<file path="config.mk">
export PLATFORM = sky130hd
export DESIGN_NAME = scas_sequencer
export DESIGN_NICKNAME = d
export VERILOG_FILES = /design/src/rtl/scas_pkg.sv /design/src/rtl/scas_clk_if.sv /design/src/rtl/scas_clk_div.sv /design/src/rtl/scas_sequencer.sv
export SDC_FILE = /design/constraint.sdc
export NUM_CORES = 1
export LEC_CHECK = 0
export ABC_AREA = 1
export BUFFER_PORTS_ARGS = -buffer_cell sky130_fd_sc_hd__buf_2
export CAP_MARGIN = 15
export CELL_PAD_IN_SITES_DETAIL_PLACEMENT = 0
export CELL_PAD_IN_SITES_GLOBAL_PLACEMENT = 1
export CORE_MARGIN = 10
export CORE_UTILIZATION = 40
export DETAILED_ROUTE_END_ITERATION = 8
export PLACE_DENSITY = 0.74
export SLEW_MARGIN = 20
export SYNTH_ARGS = -nofsm -noshare
export SYNTH_HDL_FRONTEND = slang
export SYNTH_HIERARCHICAL = 1
export SYNTH_SLANG_ARGS = --single-unit
</file>
<file path="constraint.sdc">
create_clock -name clock -period 2 [get_ports clock]
set_input_delay 0.3 -clock clock [delete_from_list [all_inputs] [get_ports clock]]
set_output_delay 0.3 -clock clock [all_outputs]
set_load 0.05 [all_outputs]
</file>
<file path="src/rtl/scas_pkg.sv">
// constants shared by the smart card activation sequencer and its clock divider
// assumes a single 10 MHz system clock; oscillator input sampled as a plain level
package scas_pkg;
  localparam int unsigned CLOCK_HZ = 10_000_000;
  localparam int unsigned POWERUP_WAIT_MS = 10;
  localparam int unsigned POWERUP_WAIT_CYCLES = (POWERUP_WAIT_MS * (CLOCK_HZ / 1000));
  localparam int unsigned POWERUP_CNT_W = 17;
  // interval length in oscillator rising edges, one value for every step
  localparam logic [7:0] INTERVAL_TICKS = 8'h10;
  // card clock ratio select codes {hi, lo}
  localparam logic [1:0] RATIO_DIV6 = 2'h0;
  localparam logic [1:0] RATIO_DIV4 = 2'h1;
  localparam logic [1:0] RATIO_DIV1 = 2'h2;
  localparam logic [1:0] RATIO_DIV2 = 2'h3;
  // oscillator edges per half period of the card clock
  localparam logic [1:0] HALF_DIV6 = 2'h3;
  localparam logic [1:0] HALF_DIV4 = 2'h2;
  localparam logic [1:0] HALF_DIV2 = 2'h1;
  typedef enum logic [3:0] {
    SEQ_IDLE, SEQ_RAMP, SEQ_IO_WAIT, SEQ_CLK_WAIT, SEQ_RST_FALL, SEQ_ACTIVE,
    SEQ_D_RST, SEQ_D_CLK, SEQ_D_IO, SEQ_D_VCC
  } scas_seq_type;
  typedef enum logic [1:0] {IO_NEUTRAL, IO_CARD_IN, IO_HOST_IN} scas_io_type;
endpackage : scas_pkg

</file>
<file path="src/rtl/scas_clk_if.sv">
// link between the sequencer and the card clock divider
// assumes both ends share the system clock
`timescale 1ns/1ps
interface scas_clk_if;
  logic [1:0] ratio;
  logic clkRun;
  logic oscTick;
  logic cardClk;
  modport ctrl (output ratio, output clkRun, input oscTick, input cardClk);
  modport div (input ratio, input clkRun, output oscTick, output cardClk);
endinterface : scas_clk_if

</file>
<file path="src/rtl/scas_clk_div.sv">
// card clock divider fed by the sampled oscillator level
// assumes osc_input is synchronous to clock and well below half its rate
`timescale 1ns/1ps
module scas_clk_div (
  input wire logic clock,
  input wire logic rst_n,
  input wire logic oscIn,
  scas_clk_if.div link
);
  logic oscPrev_reg;
  logic [1:0] edgeCnt_reg;
  logic [1:0] halfLen;

  always_comb begin
    unique case (link.ratio)
      scas_pkg::RATIO_DIV6: halfLen = scas_pkg::HALF_DIV6;
      scas_pkg::RATIO_DIV4: halfLen = scas_pkg::HALF_DIV4;
      default: halfLen = scas_pkg::HALF_DIV2;
    endcase
  end

  always_ff @(posedge clock or negedge rst_n) begin
    if (!rst_n) begin
      oscPrev_reg <= 1'b0;
      link.oscTick <= 1'b0;
    end else begin
      oscPrev_reg <= oscIn;
      link.oscTick <= oscIn & ~oscPrev_reg;
    end
  end

  always_ff @(posedge clock or negedge rst_n) begin
    if (!rst_n) begin
      edgeCnt_reg <= 2'h0;
      link.cardClk <= 1'b0;
    end else if (!link.clkRun) begin
      // stopped clock parks low at once, so a high phase in progress is cut short
      edgeCnt_reg <= 2'h0;
      link.cardClk <= 1'b0;
    end else if (link.ratio == scas_pkg::RATIO_DIV1) begin
      edgeCnt_reg <= 2'h0;
      link.cardClk <= oscIn;
    end else if (link.oscTick) begin
      if (edgeCnt_reg + 2'h1 >= halfLen) begin
        edgeCnt_reg <= 2'h0;
        link.cardClk <= ~link.cardClk;
      end else begin
        edgeCnt_reg <= edgeCnt_reg + 2'h1;
      end
    end
  end
endmodule : scas_clk_div

</file>
<file path="src/rtl/scas_sequencer.sv">
// activation and deactivation sequencer for one asynchronous smart card slot
// assumes all inputs synchronous to clock; supervisor and fault detectors are external
`timescale 1ns/1ps

// Overview of operation
// - power request going low starts a card activation
// - card reset copies host reset only when the sequencer allows it
// - voltage select high gives 5V supply, low gives 3V
// - with power request high status shows only card presence, low means no card
// - in a session any fault pulls status low and starts deactivation
// - supply supervisor restarts the power-up hold-off and forces deactivation when low
// - ratio selects 00 /6, 01 /4, 10 undivided, 11 /2
// - activation requests ignored for 10ms after logic supply becomes good
// - activation on request falling edge, card present, no supply fault
// - card supply checked after first interval; if bad, report and power off
// - host reset low: I/O at second interval, clock at third, then reset follows
// - host reset high: clock starts on its falling edge, then reset follows
// - deactivate on request high, overcurrent, supply faults, or card removal
// - deactivation: reset, clock, I/O, supply, one interval each
// - first line to fall becomes input, the other is driven
// - input line rising returns both lines to neutral
module scas_sequencer #(
  parameter int unsigned POWERUP_WAIT_CYCLES = scas_pkg::POWERUP_WAIT_CYCLES
) (
  input wire logic clock,
  input wire logic rst_n,
  input wire logic card_power_request_n,
  input wire logic host_reset_in,
  input wire logic card_voltage_select,
  input wire logic clock_ratio_sel_hi,
  input wire logic clock_ratio_sel_lo,
  input wire logic osc_input,
  input wire logic cardPresent,
  input wire logic logicSupplyOk,
  input wire logic cardSupplyValid,
  input wire logic overCurrent,
  input wire logic cardIoIn,
  output logic cardIoOut,
  output logic cardIoOe,
  input wire logic host_io_line_in,
  output logic host_io_line_out,
  output logic host_io_line_oe,
  output logic statusIntNOut,
  output logic statusIntNOe,
  output logic cardSupplyEn,
  output logic cardSupply5v,
  output logic cardClock,
  output logic cardReset
);
  scas_clk_if clkLink ();
  scas_pkg::scas_seq_type seq_reg;
  scas_pkg::scas_seq_type seqPrev_reg;
  scas_pkg::scas_io_type io_reg;
  logic [scas_pkg::POWERUP_CNT_W-1:0] waitCnt_reg;
  logic [7:0] tickCnt_reg;
  logic reqPrev_reg;
  logic hostRstPrev_reg;
  logic rstLowAtStart_reg;
  logic faultLatch_reg;
  logic rstPass_reg;
  logic ioRx_reg;
  logic cardIoPrev_reg;
  logic hostIoPrev_reg;
  logic powerupDone;
  logic intervalDone;
  logic inSession;
  logic faultNow;
  logic startReq;

  scas_clk_div clockDivider (
    .clock(clock),
    .rst_n(rst_n),
    .oscIn(osc_input),
    .link(clkLink)
  );

  assign clkLink.ratio = {clock_ratio_sel_hi, clock_ratio_sel_lo};
  assign clkLink.clkRun = (seq_reg == scas_pkg::SEQ_ACTIVE) || (seq_reg == scas_pkg::SEQ_D_RST)
    || (seq_reg == scas_pkg::SEQ_D_CLK && !intervalDone);
  assign cardClock = clkLink.cardClk;

  assign powerupDone = (waitCnt_reg == scas_pkg::POWERUP_CNT_W'(POWERUP_WAIT_CYCLES));
  // interval end
  // no interval may end in the cycle a step begins, so every step gets a full interval
  assign intervalDone = clkLink.oscTick && (seq_reg == seqPrev_reg)
    && (tickCnt_reg + 8'h01 >= scas_pkg::INTERVAL_TICKS);
  assign inSession = (seq_reg != scas_pkg::SEQ_IDLE) && !card_power_request_n;
  assign faultNow = overCurrent || !logicSupplyOk || !cardPresent
    || (cardSupplyEn && seq_reg != scas_pkg::SEQ_RAMP && !cardSupplyValid);
  assign startReq = reqPrev_reg && !card_power_request_n && powerupDone && cardPresent && logicSupplyOk;

  // power-up hold-off, restarted whenever the supervisor drops
  always_ff @(posedge clock or negedge rst_n) begin
    if (!rst_n) begin
      waitCnt_reg <= '0;
    end else if (!logicSupplyOk) begin
      waitCnt_reg <= '0;
    end else if (!powerupDone) begin
      waitCnt_reg <= waitCnt_reg + scas_pkg::POWERUP_CNT_W'(1);
    end
  end

  always_ff @(posedge clock or negedge rst_n) begin
    if (!rst_n) begin
      reqPrev_reg <= 1'b1;
      hostRstPrev_reg <= 1'b0;
      seqPrev_reg <= scas_pkg::SEQ_IDLE;
    end else begin
      reqPrev_reg <= card_power_request_n;
      hostRstPrev_reg <= host_reset_in;
      seqPrev_reg <= seq_reg;
    end
  end

  // interval counter restarts on every state change; a fault exit would otherwise inherit a partial count
  always_ff @(posedge clock or negedge rst_n) begin
    if (!rst_n) begin
      tickCnt_reg <= 8'h00;
    end else if (seq_reg == scas_pkg::SEQ_IDLE || seq_reg != seqPrev_reg || intervalDone) begin
      tickCnt_reg <= 8'h00;
    end else if (clkLink.oscTick) begin
      tickCnt_reg <= tickCnt_reg + 8'h01;
    end
  end

  always_ff @(posedge clock or negedge rst_n) begin
    if (!rst_n) begin
      seq_reg <= scas_pkg::SEQ_IDLE;
      cardSupplyEn <= 1'b0;
      cardSupply5v <= 1'b0;
      rstPass_reg <= 1'b0;
      ioRx_reg <= 1'b0;
      rstLowAtStart_reg <= 1'b0;
    end else begin
      unique case (seq_reg)
        scas_pkg::SEQ_IDLE: begin
          if (startReq) begin
            seq_reg <= scas_pkg::SEQ_RAMP;
            cardSupplyEn <= 1'b1;
            cardSupply5v <= card_voltage_select;
            rstLowAtStart_reg <= !host_reset_in;
          end
        end
        scas_pkg::SEQ_RAMP: begin
          if (faultNow || card_power_request_n) begin
            seq_reg <= scas_pkg::SEQ_D_VCC;
          end else if (intervalDone) begin
            if (!cardSupplyValid) begin
              cardSupplyEn <= 1'b0;
              seq_reg <= scas_pkg::SEQ_IDLE;
            end else if (rstLowAtStart_reg) begin
              seq_reg <= scas_pkg::SEQ_IO_WAIT;
            end else begin
              ioRx_reg <= 1'b1;
              seq_reg <= scas_pkg::SEQ_RST_FALL;
            end
          end
        end
        scas_pkg::SEQ_IO_WAIT: begin
          if (faultNow || card_power_request_n) begin
            seq_reg <= scas_pkg::SEQ_D_IO;
          end else if (intervalDone) begin
            ioRx_reg <= 1'b1;
            seq_reg <= scas_pkg::SEQ_CLK_WAIT;
          end
        end
        scas_pkg::SEQ_CLK_WAIT: begin
          if (faultNow || card_power_request_n) begin
            seq_reg <= scas_pkg::SEQ_D_IO;
          end else if (intervalDone) begin
            rstPass_reg <= 1'b1;
            seq_reg <= scas_pkg::SEQ_ACTIVE;
          end
        end
        scas_pkg::SEQ_RST_FALL: begin
          if (faultNow || card_power_request_n) begin
            seq_reg <= scas_pkg::SEQ_D_IO;
          end else if (hostRstPrev_reg && !host_reset_in) begin
            rstPass_reg <= 1'b1;
            seq_reg <= scas_pkg::SEQ_ACTIVE;
          end
        end
        scas_pkg::SEQ_ACTIVE: begin
          if (faultNow || card_power_request_n) begin
            seq_reg <= scas_pkg::SEQ_D_RST;
          end
        end
        scas_pkg::SEQ_D_RST: begin
          if (intervalDone) begin
            rstPass_reg <= 1'b0;
            seq_reg <= scas_pkg::SEQ_D_CLK;
          end
        end
        scas_pkg::SEQ_D_CLK: begin
          if (intervalDone) begin
            seq_reg <= scas_pkg::SEQ_D_IO;
          end
        end
        scas_pkg::SEQ_D_IO: begin
          if (intervalDone) begin
            ioRx_reg <= 1'b0;
            seq_reg <= scas_pkg::SEQ_D_VCC;
          end
        end
        scas_pkg::SEQ_D_VCC: begin
          if (intervalDone) begin
            cardSupplyEn <= 1'b0;
            seq_reg <= scas_pkg::SEQ_IDLE;
          end
        end
        default: seq_reg <= scas_pkg::SEQ_IDLE;
      endcase
    end
  end

  always_ff @(posedge clock or negedge rst_n) begin
    if (!rst_n) begin
      cardReset <= 1'b0;
    end else begin
      cardReset <= rstPass_reg && host_reset_in;
    end
  end

  // fault latch; set wins over the end-of-session clear
  always_ff @(posedge clock or negedge rst_n) begin
    if (!rst_n) begin
      faultLatch_reg <= 1'b0;
    end else if (inSession && (faultNow || (seq_reg == scas_pkg::SEQ_RAMP && intervalDone && !cardSupplyValid))) begin
      faultLatch_reg <= 1'b1;
    end else if (card_power_request_n) begin
      faultLatch_reg <= 1'b0;
    end
  end

  // presence while request is high, fault latch while it is low; pin is open drain, only ever pulled low
  always_ff @(posedge clock or negedge rst_n) begin
    if (!rst_n) begin
      statusIntNOut <= 1'b0;
      statusIntNOe <= 1'b1;
    end else begin
      statusIntNOut <= 1'b0;
      statusIntNOe <= card_power_request_n ? !cardPresent : faultLatch_reg;
    end
  end

  always_ff @(posedge clock or negedge rst_n) begin
    if (!rst_n) begin
      cardIoPrev_reg <= 1'b1;
      hostIoPrev_reg <= 1'b1;
    end else begin
      cardIoPrev_reg <= cardIoIn;
      hostIoPrev_reg <= host_io_line_in;
    end
  end

  always_ff @(posedge clock or negedge rst_n) begin
    if (!rst_n) begin
      io_reg <= scas_pkg::IO_NEUTRAL;
    end else if (!ioRx_reg) begin
      io_reg <= scas_pkg::IO_NEUTRAL;
    end else begin
      unique case (io_reg)
        scas_pkg::IO_NEUTRAL: begin
          if (cardIoPrev_reg && !cardIoIn) begin
            io_reg <= scas_pkg::IO_CARD_IN;
          end else if (hostIoPrev_reg && !host_io_line_in) begin
            io_reg <= scas_pkg::IO_HOST_IN;
          end
        end
        scas_pkg::IO_CARD_IN: begin
          if (!cardIoPrev_reg && cardIoIn) begin
            io_reg <= scas_pkg::IO_NEUTRAL;
          end
        end
        scas_pkg::IO_HOST_IN: begin
          if (!hostIoPrev_reg && host_io_line_in) begin
            io_reg <= scas_pkg::IO_NEUTRAL;
          end
        end
        default: io_reg <= scas_pkg::IO_NEUTRAL;
      endcase
    end
  end

  // card line held low outside reception; a driven line copies the input line
  always_ff @(posedge clock or negedge rst_n) begin
    if (!rst_n) begin
      cardIoOut <= 1'b0;
      cardIoOe <= 1'b1;
      host_io_line_out <= 1'b1;
      host_io_line_oe <= 1'b0;
    end else begin
      cardIoOut <= ioRx_reg && host_io_line_in;
      cardIoOe <= !ioRx_reg || io_reg == scas_pkg::IO_HOST_IN;
      host_io_line_out <= cardIoIn;
      host_io_line_oe <= ioRx_reg && io_reg == scas_pkg::IO_CARD_IN;
    end
  end
endmodule : scas_sequencer

</file>
; After elaboration in Yosys (flattened, before gate mapping)
; Index checks and enable logic that the tools add are counted.
[word_totals]
reg_bits = 55
input_bits = 14
output_inout_bits = 10
word_cells = 189
[op_classes]
addsub = 3
order_cmp = 2
eq_ne = 44
n_mux = 55
bitwise_logic = 3
reduce_logical = 58
[ops]
columns = cell, n
row1 = $mux W4, 14
row2 = $pmux W4 S10, 1
row3 = $mux W17, 2
row4 = $ne A2 B2 Y1 const B, 17
row5 = $ne A3 B3 Y1 const B, 8
row6 = $logic_and A1 B1 Y1, 21
row7 = $mux W1, 20
row8 = $mux W2, 9
row9 = $add A17 B1 Y17 const B, 1
row10 = $eq A17 B17 Y1 const B, 1
row11 = $eq A4 B3 Y1 const B, 4
row12 = $mux W8, 2
row13 = $reduce_and A6 Y1, 2
row14 = $logic_not A1 Y1, 11
row15 = $logic_or A1 B1 Y1, 10
row16 = $reduce_and A10 Y1, 1
row17 = $pmux W1 S3, 3
row18 = $reduce_bool A3 Y1, 3
row19 = $add A8 B1 Y8 const B, 1
row20 = $eq A4 B2 Y1 const B, 2
row21 = $eq A4 B4 Y1 const B, 2
row22 = $ge A8 B5 Y1 const B, 1
row23 = $reduce_and A8 Y1, 1
row24 = $mux W3, 2
row25 = other kinds (20), 26

; Depth between registers and ports, before layout
; Gate-level depths: netlist (run 1).
[logic_depth]
ltp_word = 8
ltp_mapped = 17
ltp_nobuf = 16

; Cells and area by module
; Netlist (run 1), hierarchy kept.
[modules_own_cells]
columns = module, instances, cells_per_inst, area_each_um2, seq_area_each_um2
row1 = scas_sequencer, 1, 358, 2760.1, 1257.5
row2 = scas_clk_div, 1, 39, 290.3, 125.1

; Worst setup path before layout (run 1)
; No wires, ideal clock.
[synth_timing]
kind = register -> register
start = register tickCnt_reg[0]
end = register clockDivider.link.cardClk
arrival_time_ns = 1.916
required_time_ns = 1.881
path_slack_ns = -0.035
stages_incl_launch_ff = 17
period_less_slack_ns = 2.035
cell_sequence = dfrtp_1 -> ha_1 -> nand3_1 -> nor2_1 -> nand2_1 -> nand2_1 -> nor2_1 -> nand2_1 -> nand2_2 -> buf_6 -> inv_1 -> o21ai_0 -> inv_1 -> a21oi_1 -> nand3_1 -> nand3_1 -> nand2_1
[synth_via]
elab_chain_cells = 8
word_cells_on_any_way = 10
classes_between = 1 x add/sub / 1 x order compare / 2 x eq/ne / 1 x mux / 5 x reduce/logical
[synth_lines]
columns = item, line
row1 = start: declaration, scas_sequencer.sv:55  ; logic [7:0] tickCnt_reg;
row2 = start signal: assignment, scas_sequencer.sv:122  ; tickCnt_reg <= tickCnt_reg + 8'h01;
row3 = $add A8 B1 Y8 (*), scas_sequencer.sv:86  ; && (tickCnt_reg + 8'h01 >= scas_pkg::INTERVAL_TICKS);
row4 = $ge A8 B5 Y1 (*), scas_sequencer.sv:86
row5 = $logic_and A1 B1 Y1 (*), scas_sequencer.sv:86
row6 = $logic_not A1 Y1 (*), scas_sequencer.sv:79  ; || (seq_reg == scas_pkg::SEQ_D_CLK && !intervalDone);
row7 = $logic_and A1 B1 Y1 (*), scas_sequencer.sv:79
row8 = $logic_or A1 B1 Y1 (*), scas_sequencer.sv:79
row9 = named net clkLink.clkRun, scas_clk_if.sv:6  ; logic clkRun;
row10 = $ne A3 B3 Y1 (no source line), n/a
row11 = $reduce_and A2 Y1 (no source line), n/a
row12 = end signal: assignment, scas_clk_div.sv:42  ; link.cardClk <= oscIn;
row13 = end signal: assignment, scas_clk_div.sv:46  ; link.cardClk <= ~link.cardClk;
row14 = end: declaration, scas_clk_if.sv:10  ; modport div (input ratio, input clkRun, output oscTick, output cardClk);
; Mark *: on every way through the listed nets, which the timed path passes. The rest lies on a longest branch.
; A chain may end at the register's enable or synchronous reset.

; Final worst setup path (run 1)
; Ends and elaborated chain as after synthesis.

==> results of run 1 <==
[layout by cell type, fill, tap and decap left out, types with 6 or more instances in the layout]
master / n
nand4_1: 8
nor3_1: 7
nand2_1: 89
nand2_2: 10
clkbuf_8: 6
buf_4: 12
a21oi_1: 14
nand3_1: 27
inv_1: 59
nor2_1: 47
dfrtp_1: 50
o21ai_0: 21
buf_2: 22
[metal layers]
metal / share of wire, % / wire [um] / vias to the layer above
met5: 0 / 0 / -
met2: 48 / 3055 / 26
li1: - / - / 1336
met1: 48 / 3051 / 1190
met4: 0.57 / 36 / 0
met3: 3.4 / 215 / 2
[cells by family (layout without fill, tap and decap cells)]
logic type	count (synthesis)	after routing	share of synthesized area, %
adders and majority gates	5	5	2.051
xor gates and xnor gates	10	10	2.871
AOI/OAI and AO/OA	50	50	9.024
other	1	1	0.1229
DFF	55	55	45.32
and+or+nand+nor	209	209	31.75
buffers and inverters	67	105	8.860
[power by group through the flow]
stage / Clock, mW / Sequential (mW) / Combinational, mW
4_1_cts: 0.678 / 1.14 / 0.112
5_1_grt: 0.717 / 1.14 / 0.125
6_report: 0.654 / 1.13 / 0.108
3_5_place_dp: 0 / 1.16 / 0.110
3_3_place_gp: 0 / 1.16 / 0.108
2_1_floorplan: 0 / 1.16 / 0.0440
[worst max-delay path, cell delays in order (launching register included)]
cell and delay, ns:
dfrtp_1 0.37, ha_2 0.19, nand3_2 0.09, o21ai_1 0.13
nand2_1 0.06, nor2_1 0.09, nand2_1 0.07, nand2_2 0.06
inv_1 0.06, o21ai_2 0.15, inv_1 0.07, a21oi_1 0.15
nand3_2 0.12, nand3_1 0.10, nand2_1 0.05
[final cells by class]
cell class	instances	area share [%]
Inverter	61	6.566
Sequential cell	55	39.65
Clock buffer	6	2.368
Clock inverter	2	0.4665
Tap cell	99	3.552
Timing Repair Buffer	36	6.602
Multi-Input combinational cell	275	40.80
[timing repair]
action | 4_1_cts | 5_1_grt
hold endpoints to repair | 38 | 0
pin swaps | 0 | 1
buffers inserted | 0 | 1
resized for setup | 1 | 8
hold buffers | 1 | 0
setup endpoints to repair | 1 | 9
[final timing paths]
kind / start / to / slack [ns] / depth (start not counted)
worst max-delay path: tickCnt_reg[0]$_DFFE_PN0P_ / clockDivider/link.cardClk$_DFFE_PN0P_ / 0.14 / 14
worst min-delay path: cardIoIn / host_io_line_out$_DFF_PN1_ / 0.08 / 1
worst max register to register: tickCnt_reg[0]$_DFFE_PN0P_ / clockDivider/link.cardClk$_DFFE_PN0P_ / 0.14 / 14
worst min register to register: clockDivider/oscPrev_reg$_DFF_PN0_ / clockDivider/link.oscTick$_DFF_PN0_ / 0.42 / 1
max in group asynchronous: rst_n / reqPrev_reg$_DFF_PN1_ / 1.20 / 3
min in group asynchronous: rst_n / waitCnt_reg[10]$_DFFE_PN0P_ / 0.50 / 3
==> insert_results.sql, run 1 <==
INSERT INTO impl_metrics (metric_group, metric, value, unit) VALUES
('sta', 'fmax', '537.7', 'MHz'),
('cells_and_area', 'final_cell_count_no_fill', '534', ''),
('cts', 'clk_transition_reported_paths', '0.11', 'ns'),
('flow_run', 'max-cap-violations', '0', ''),
('floorplan', 'starting_density', '41.61', '%'),
('power', 'cell_internal_pwr', '1.444', 'mW'),
('logic_synthesis', 'synthMostInstantiatedCell', 'nand2_1', ''),
('global_route', 'grt_max_degree', '56', ''),
('sta', 'fin_crit_sh', '92.98', '%'),
('detailed_routing', 'number_of_detailed_routing_iterations_run_before_antenna_repair', '4', ''),
('cells_and_area', 'postLayoutCoreUtil', '47.57', '%'),
('placement', 'dp_hpwl', '4841', 'um'),
('placement', 'port_buffers', '22', ''),
('worst_setup_path', 'cp_arrival', '2.06', 'ns'),
('power', 'cellPowerDensity', '543.9', 'mW/mm2'),
('cells_and_area', 'n_fill_cell', '721', ''),
('global_route', 'grt_util_met2', '18.80', '%'),
('cts', 'clock_tree_from_tritoncts', 'built', ''),
('global_route', 'grt_util_all_layers', '11.36', '%'),
('logic_synthesis', 'ys_ff_latch', '55', ''),
('worst_setup_path', 'path_class', 'reg -> reg', ''),
('global_route', 'grt_pass1_vias', '2426', ''),
('power', 'irDropWorstVdd', '0.2517', 'mV'),
('floorplan', 'die_y', '107.3', 'um'),
('cells_and_area', 'layout_cell_share_with_drive_strength_beyond_1', '18.62', '%'),
('global_route', 'grt_first_pass_wirelength', '10990', 'um'),
('placement', 'dpl_cell_area', '0.003346', 'mm2'),
('logic_synthesis', 'synth_cell_types', '36', ''),
('detailed_routing', 'route.vias.total', '2554', ''),
('cells_and_area', 'regArea', '0.001383', 'mm2'),
('power', 'total_power_consumption_of_the_routed_design', '1.897', 'mW'),
('cts', 'cts_made_buffers', '5', ''),
('detailed_routing', 'drt_drc_violations_left', '0', ''),
('cells_and_area', 'num-nets-final', '453', ''),
('run_status', 'result_of_the_run', 'finished, final reports clean', ''),
('global_route', 'overflow', '0', ''),
('detailed_routing', 'detail_route.vias_per_cell', '4.783', ''),
('worst_setup_path', 'worst_path_maximum_fanout', '4', ''),
('power', 'leakagePower', '1.753', 'nW'),
('floorplan', 'core_area', '0.007331', 'mm2'),
('cts', 'clock-sinks', '55', ''),
('cts', 'worst_skew_pair.late_latency', '0.31', 'ns'),
('floorplan', 'standard_cell_rows', '31', ''),
('global_route', 'fraction_of_met3_tracks_used_by_global_routing', '2.455', '%'),
('logic_synthesis', 'syn-cell-area', '0.003050', 'mm2'),
('cells_and_area', 'largest_register_ff_count', '17', ''),
('sta', 'report.final.setup_viol', '0', ''),
('global_route', 'busiest_layer', 'met2', ''),
('logic_synthesis', 'post_synth_net_total', '416', ''),
('detailed_routing', 'postRouteWirelength', '6359', 'um'),
('floorplan', 'dieArea', '0.01152', 'mm2'),
('cells_and_area', 'multi_input_area', '0.001423', 'mm2'),
('logic_synthesis', 'ys.warnings.count', '6', ''),
('sta', 'slew_viol_final', '0', ''),
('sta', 'fin_skew', '0.01614', 'ns'),
('worst_setup_path', 'crit_path_start_kind', 'register', ''),
('sta', 'fin_tns_setup', '0', 'ns'),
('cts', 'cts_root_buffer', 'clkbuf_8', ''),
('global_route', 'antenna_violations_before_repair', '0', ''),
('detailed_routing', 'drtIter0Drc', '87', ''),
('cts', 'h_tree_level_count', '2', ''),
('logic_synthesis', 'synth_edf_count', '0', ''),
('floorplan', 'pin_count', '24', ''),
('cells_and_area', 'number_of_antenna_diodes', '0', ''),
('logic_synthesis', 'synth_top_cell_area_share', '41.02', '%'),
('worst_setup_path', 'worstSetupEndpointType', 'register', ''),
('logic_synthesis', 'synth_largest_area_cell', 'dfrtp_1', ''),
('power', 'power.share.clock', '34.5', '%'),
('sta', 'fin_ws', '0.1404', 'ns'),
('power', 'power.sequential.fraction', '59.8', '%'),
('detailed_routing', 'detail_route.wl_per_cell', '11.91', 'um');
Power figures use the tool's default switching activity.
==> inputs of run 2 (changes only) <==
- SETUP_SLACK_MARGIN: default -> 0.3
- clock period: 2 -> 1.65 ns (I/O delays scaled with it)
==> insert_results.sql, run 2 (synthesis results as in run 1) <==
INSERT INTO impl_metrics (metric_group, metric, value, unit) VALUES
('run_status', 'result_of_the_run', 'finished, violations left', ''),
('run_status', 'failed_checks', 'negative setup slack', ''),
('global_route', 'overflow', '0', ''),
('sta', 'slew_viol_final', '0', ''),
('detailed_routing', 'drtIter0Drc', '90', ''),
('placement', 'port_buffers', '22', ''),
('sta', 'minimum_hold_slack', '0.03381', 'ns'),
('cts', 'worst_skew_pair.late_latency', '0.31', 'ns'),
('power', 'power.share.clock', '34.2', '%'),
('cells_and_area', 'area_delta_synth_final', '42.17', '%'),
('min_path', 'class_of_the_tightest_hold_or_removal_check', 'in -> reg', ''),
('detailed_routing', 'postRouteWirelength', '7317', 'um'),
('worst_setup_path', 'worst-endpoint-required', '1.86', 'ns'),
('cts', 'cts-root-to-sink-buffers', '2', ''),
('sta', 'fin_crit_sh', '117.3', '%'),
('cells_and_area', 'layout_cell_share_with_drive_strength_beyond_1', '40.61', '%'),
('worst_setup_path', 'cpLargestDelayFamily', 'simple AND/OR/NAND/NOR gates', ''),
('global_route', 'grt_first_pass_wirelength', '12790', 'um'),
('worst_setup_path', 'worst_path_maximum_fanout', '9', ''),
('cells_and_area', 'layout.cells.most_common_list', 'nand2_1 (82), buf_4 (60), dfrtp_1 (47), inv_1 (46), nor2_1 (34)', ''),
('global_route', 'antenna_violations_before_repair', '0', ''),
('cells_and_area', 'num-nets-final', '513', ''),
('sta', 'fin_crit', '1.935', 'ns'),
('cts', 'clk_transition_reported_paths', '0.10', 'ns'),
('placement', 'dp_hpwl', '5181', 'um'),
('sta', 'fmax', '516.8', 'MHz'),
('sta', 'endpoints_failing_hold', '0', ''),
('detailed_routing', 'antenna_left', '0', ''),
('flow_run', 'max-cap-violations', '0', ''),
('global_route', 'grt_max_degree', '56', ''),
('power', 'power.switching', '0.5684', 'mW'),
('global_route', 'busiest_layer', 'met2', ''),
('power', 'power.sequential.fraction', '57.3', '%'),
('min_path', 'hold_depth', '1', ''),
('power', 'power.share.combinational', '8.5', '%'),
('floorplan', 'fp.dieW', '107.3', 'um'),
('cts', 'clock_tree_from_tritoncts', 'built', ''),
('floorplan', 'standard_cell_rows', '31', ''),
('floorplan', 'dieArea', '0.01152', 'mm2'),
('sta', 'report.final.setup_viol', '19', ''),
('worst_setup_path', 'critical_path.cell_chain', 'ha_2 -> nand3_2 -> nor2_1 -> nand2_1 -> nand2_1 -> nor2_1 -> nand2_1 -> nand2_2 -> buf_4 -> buf_12 -> nand2_4 -> nand2_4 -> nor2_8 -> nand2_4 -> nand2_1 -> nand2_1', ''),
('worst_setup_path', 'worst-path-buf-inv', '2', ''),
('floorplan', 'starting_density', '41.61', '%'),
('global_route', 'globalRouteMet1Util', '16.09', '%'),
('floorplan', 'core_area', '0.007331', 'mm2'),
('power', 'irDropWorstVdd', '0.3049', 'mV'),
('power', 'total_power_consumption_of_the_routed_design', '2.405', 'mW'),
('worst_setup_path', 'worstSetupEndpointType', 'register', ''),
('floorplan', 'pin_count', '24', ''),
('worst_setup_path', 'critical_path.max_stage_delay', '0.42', 'ns'),
('cts', 'clock-sinks', '55', ''),
('sta', 'grt_setup_unrepaired', 'yes', ''),
('placement', 'gp_congestion', '0.7983', ''),
('global_route', 'grt_util_met2', '23.04', '%'),
('worst_setup_path', 'cp_arrival', '2.14', 'ns'),
('detailed_routing', 'detail_route.vias_per_cell', '4.771', ''),
('cells_and_area', 'layout.cells.most_common', 'nand2_1', ''),
('floorplan', 'die_y', '107.3', 'um'),
('worst_setup_path', 'timing.critical_path.slowest_stage_cell', 'dfrtp_1', ''),
('power', 'cell_internal_pwr', '1.837', 'mW'),
('power', 'cellPowerDensity', '554.6', 'mW/mm2'),
('worst_setup_path', 'path_class', 'reg -> reg', ''),
('sta', 'fin_tns_setup', '-3.562', 'ns'),
('cts', 'cts_root_buffer', 'clkbuf_8', ''),
('global_route', 'grt_util_all_layers', '13.28', '%'),
('power', 'leakagePower', '2.103', 'nW'),
('detailed_routing', 'detail_route.wl_per_cell', '12.32', 'um'),
('power', 'power.switching_fraction', '23.64', '%'),
('global_route', 'fraction_of_met3_tracks_used_by_global_routing', '3.114', '%'),
('cells_and_area', 'number_of_antenna_diodes', '0', ''),
('global_route', 'grt_pass1_vias', '2898', ''),
('cells_and_area', 'n_fill_cell', '650', ''),
('detailed_routing', 'route.vias.total', '2834', ''),
('detailed_routing', 'drt_drc_violations_left', '0', ''),
('cells_and_area', 'largest_register_ff_count', '17', ''),
('detailed_routing', 'number_of_detailed_routing_iterations_run_before_antenna_repair', '4', ''),
('worst_setup_path', 'ff2ff_path_depth', '16', ''),
('sta', 'fin_skew', '0.008898', 'ns'),
('worst_setup_path', 'critPathMostFrequentCell', 'nand2_1', ''),
('worst_setup_path', 'crit_path_start_kind', 'register', ''),
('cts', 'h_tree_level_count', '2', ''),
('sta', 'fin_ws', '-0.2850', 'ns'),
('worst_setup_path', 'crit_cells', '16', ''),
('cts', 'cts_made_buffers', '5', '');
## run 2: cell types whose count changed in the layout (fill, tap and decap cells not counted), sizes merged
cell,delta
clkinvlp,-1
buf,+59
clkbuf,+3
clkinv,-1
## run 2: through the flow
step	setup slack, ns	instance area, um2	utilization, %	std cells
after floorplan	-0.2228	3104	-	397
after global placement	-0.2065	3705	50.54	563
after detailed placement	-0.2852	3705	50.54	563
after CTS	-0.2667	4155	56.68	589
after global routing	-0.4543	4337	59.16	594
final	-0.2850	4337	59.16	594
## run 2: cell type report
class / count / area, um2 / share of cell area, %
tap: 99 / 123.9 / 2.856
multi-input combinational: 275 / 1743 / 40.19
timing repair buffer: 96 / 749.5 / 17.28
inverter: 61 / 234.0 / 5.395
sequential: 55 / 1386 / 31.97
clock buffer: 8 / 100.1 / 2.308
## run 2: final timing paths
path / startpoint / endpoint / slack, ns
setup / recovery: tickCnt_reg[1]$_DFFE_PN0P_ / seq_reg[0]$_DFFE_PN0P_ / -0.29
hold / removal: cardIoIn / host_io_line_out$_DFF_PN1_ / 0.03
setup reg to reg: tickCnt_reg[1]$_DFFE_PN0P_ / seq_reg[0]$_DFFE_PN0P_ / -0.29
hold reg to reg: clockDivider/oscPrev_reg$_DFF_PN0_ / clockDivider/link.oscTick$_DFF_PN0_ / 0.40
max in group asynchronous: rst_n / host_io_line_out$_DFF_PN1_ / 0.88
min in group asynchronous: rst_n / waitCnt_reg[10]$_DFFE_PN0P_ / 0.46
## run 2: worst register-to-register path, cell delays in order, from the launching register on
cell,delay [ns]
dfrtp_1,0.42
ha_2,0.21
nand3_2,0.09
nor2_1,0.12
nand2_1,0.05
nand2_1,0.06
nor2_1,0.04
nand2_1,0.07
nand2_2,0.06
buf_4,0.14
buf_12,0.14
nand2_4,0.06
nand2_4,0.07
nor2_8,0.14
nand2_4,0.07
nand2_1,0.05
nand2_1,0.04
## run 2: routing by layer
layer,wire [um],vias to the layer above
met4,86,0
met3,160,9
met5,0,-
met1,3342,1347
met2,3727,17
li1,-,1461
## run 2: timing repair
item,in CTS,in global routing
endpoints found under the hold margin,50,0
hold buffers,1,0
setup endpoints to repair,35,37
resized for setup,61,41
pin swaps,26,36
buffers inserted,17,5
## run 2: power by group through the flow
stage	combinational [mW]	clock (mW)	sequential [mW]
global route	0.229	0.914	1.38
global placement	0.152	0	1.40
finish	0.205	0.822	1.38
detailed placement	0.155	0	1.40
floorplan	0.0602	0	1.41
CTS	0.196	0.861	1.38
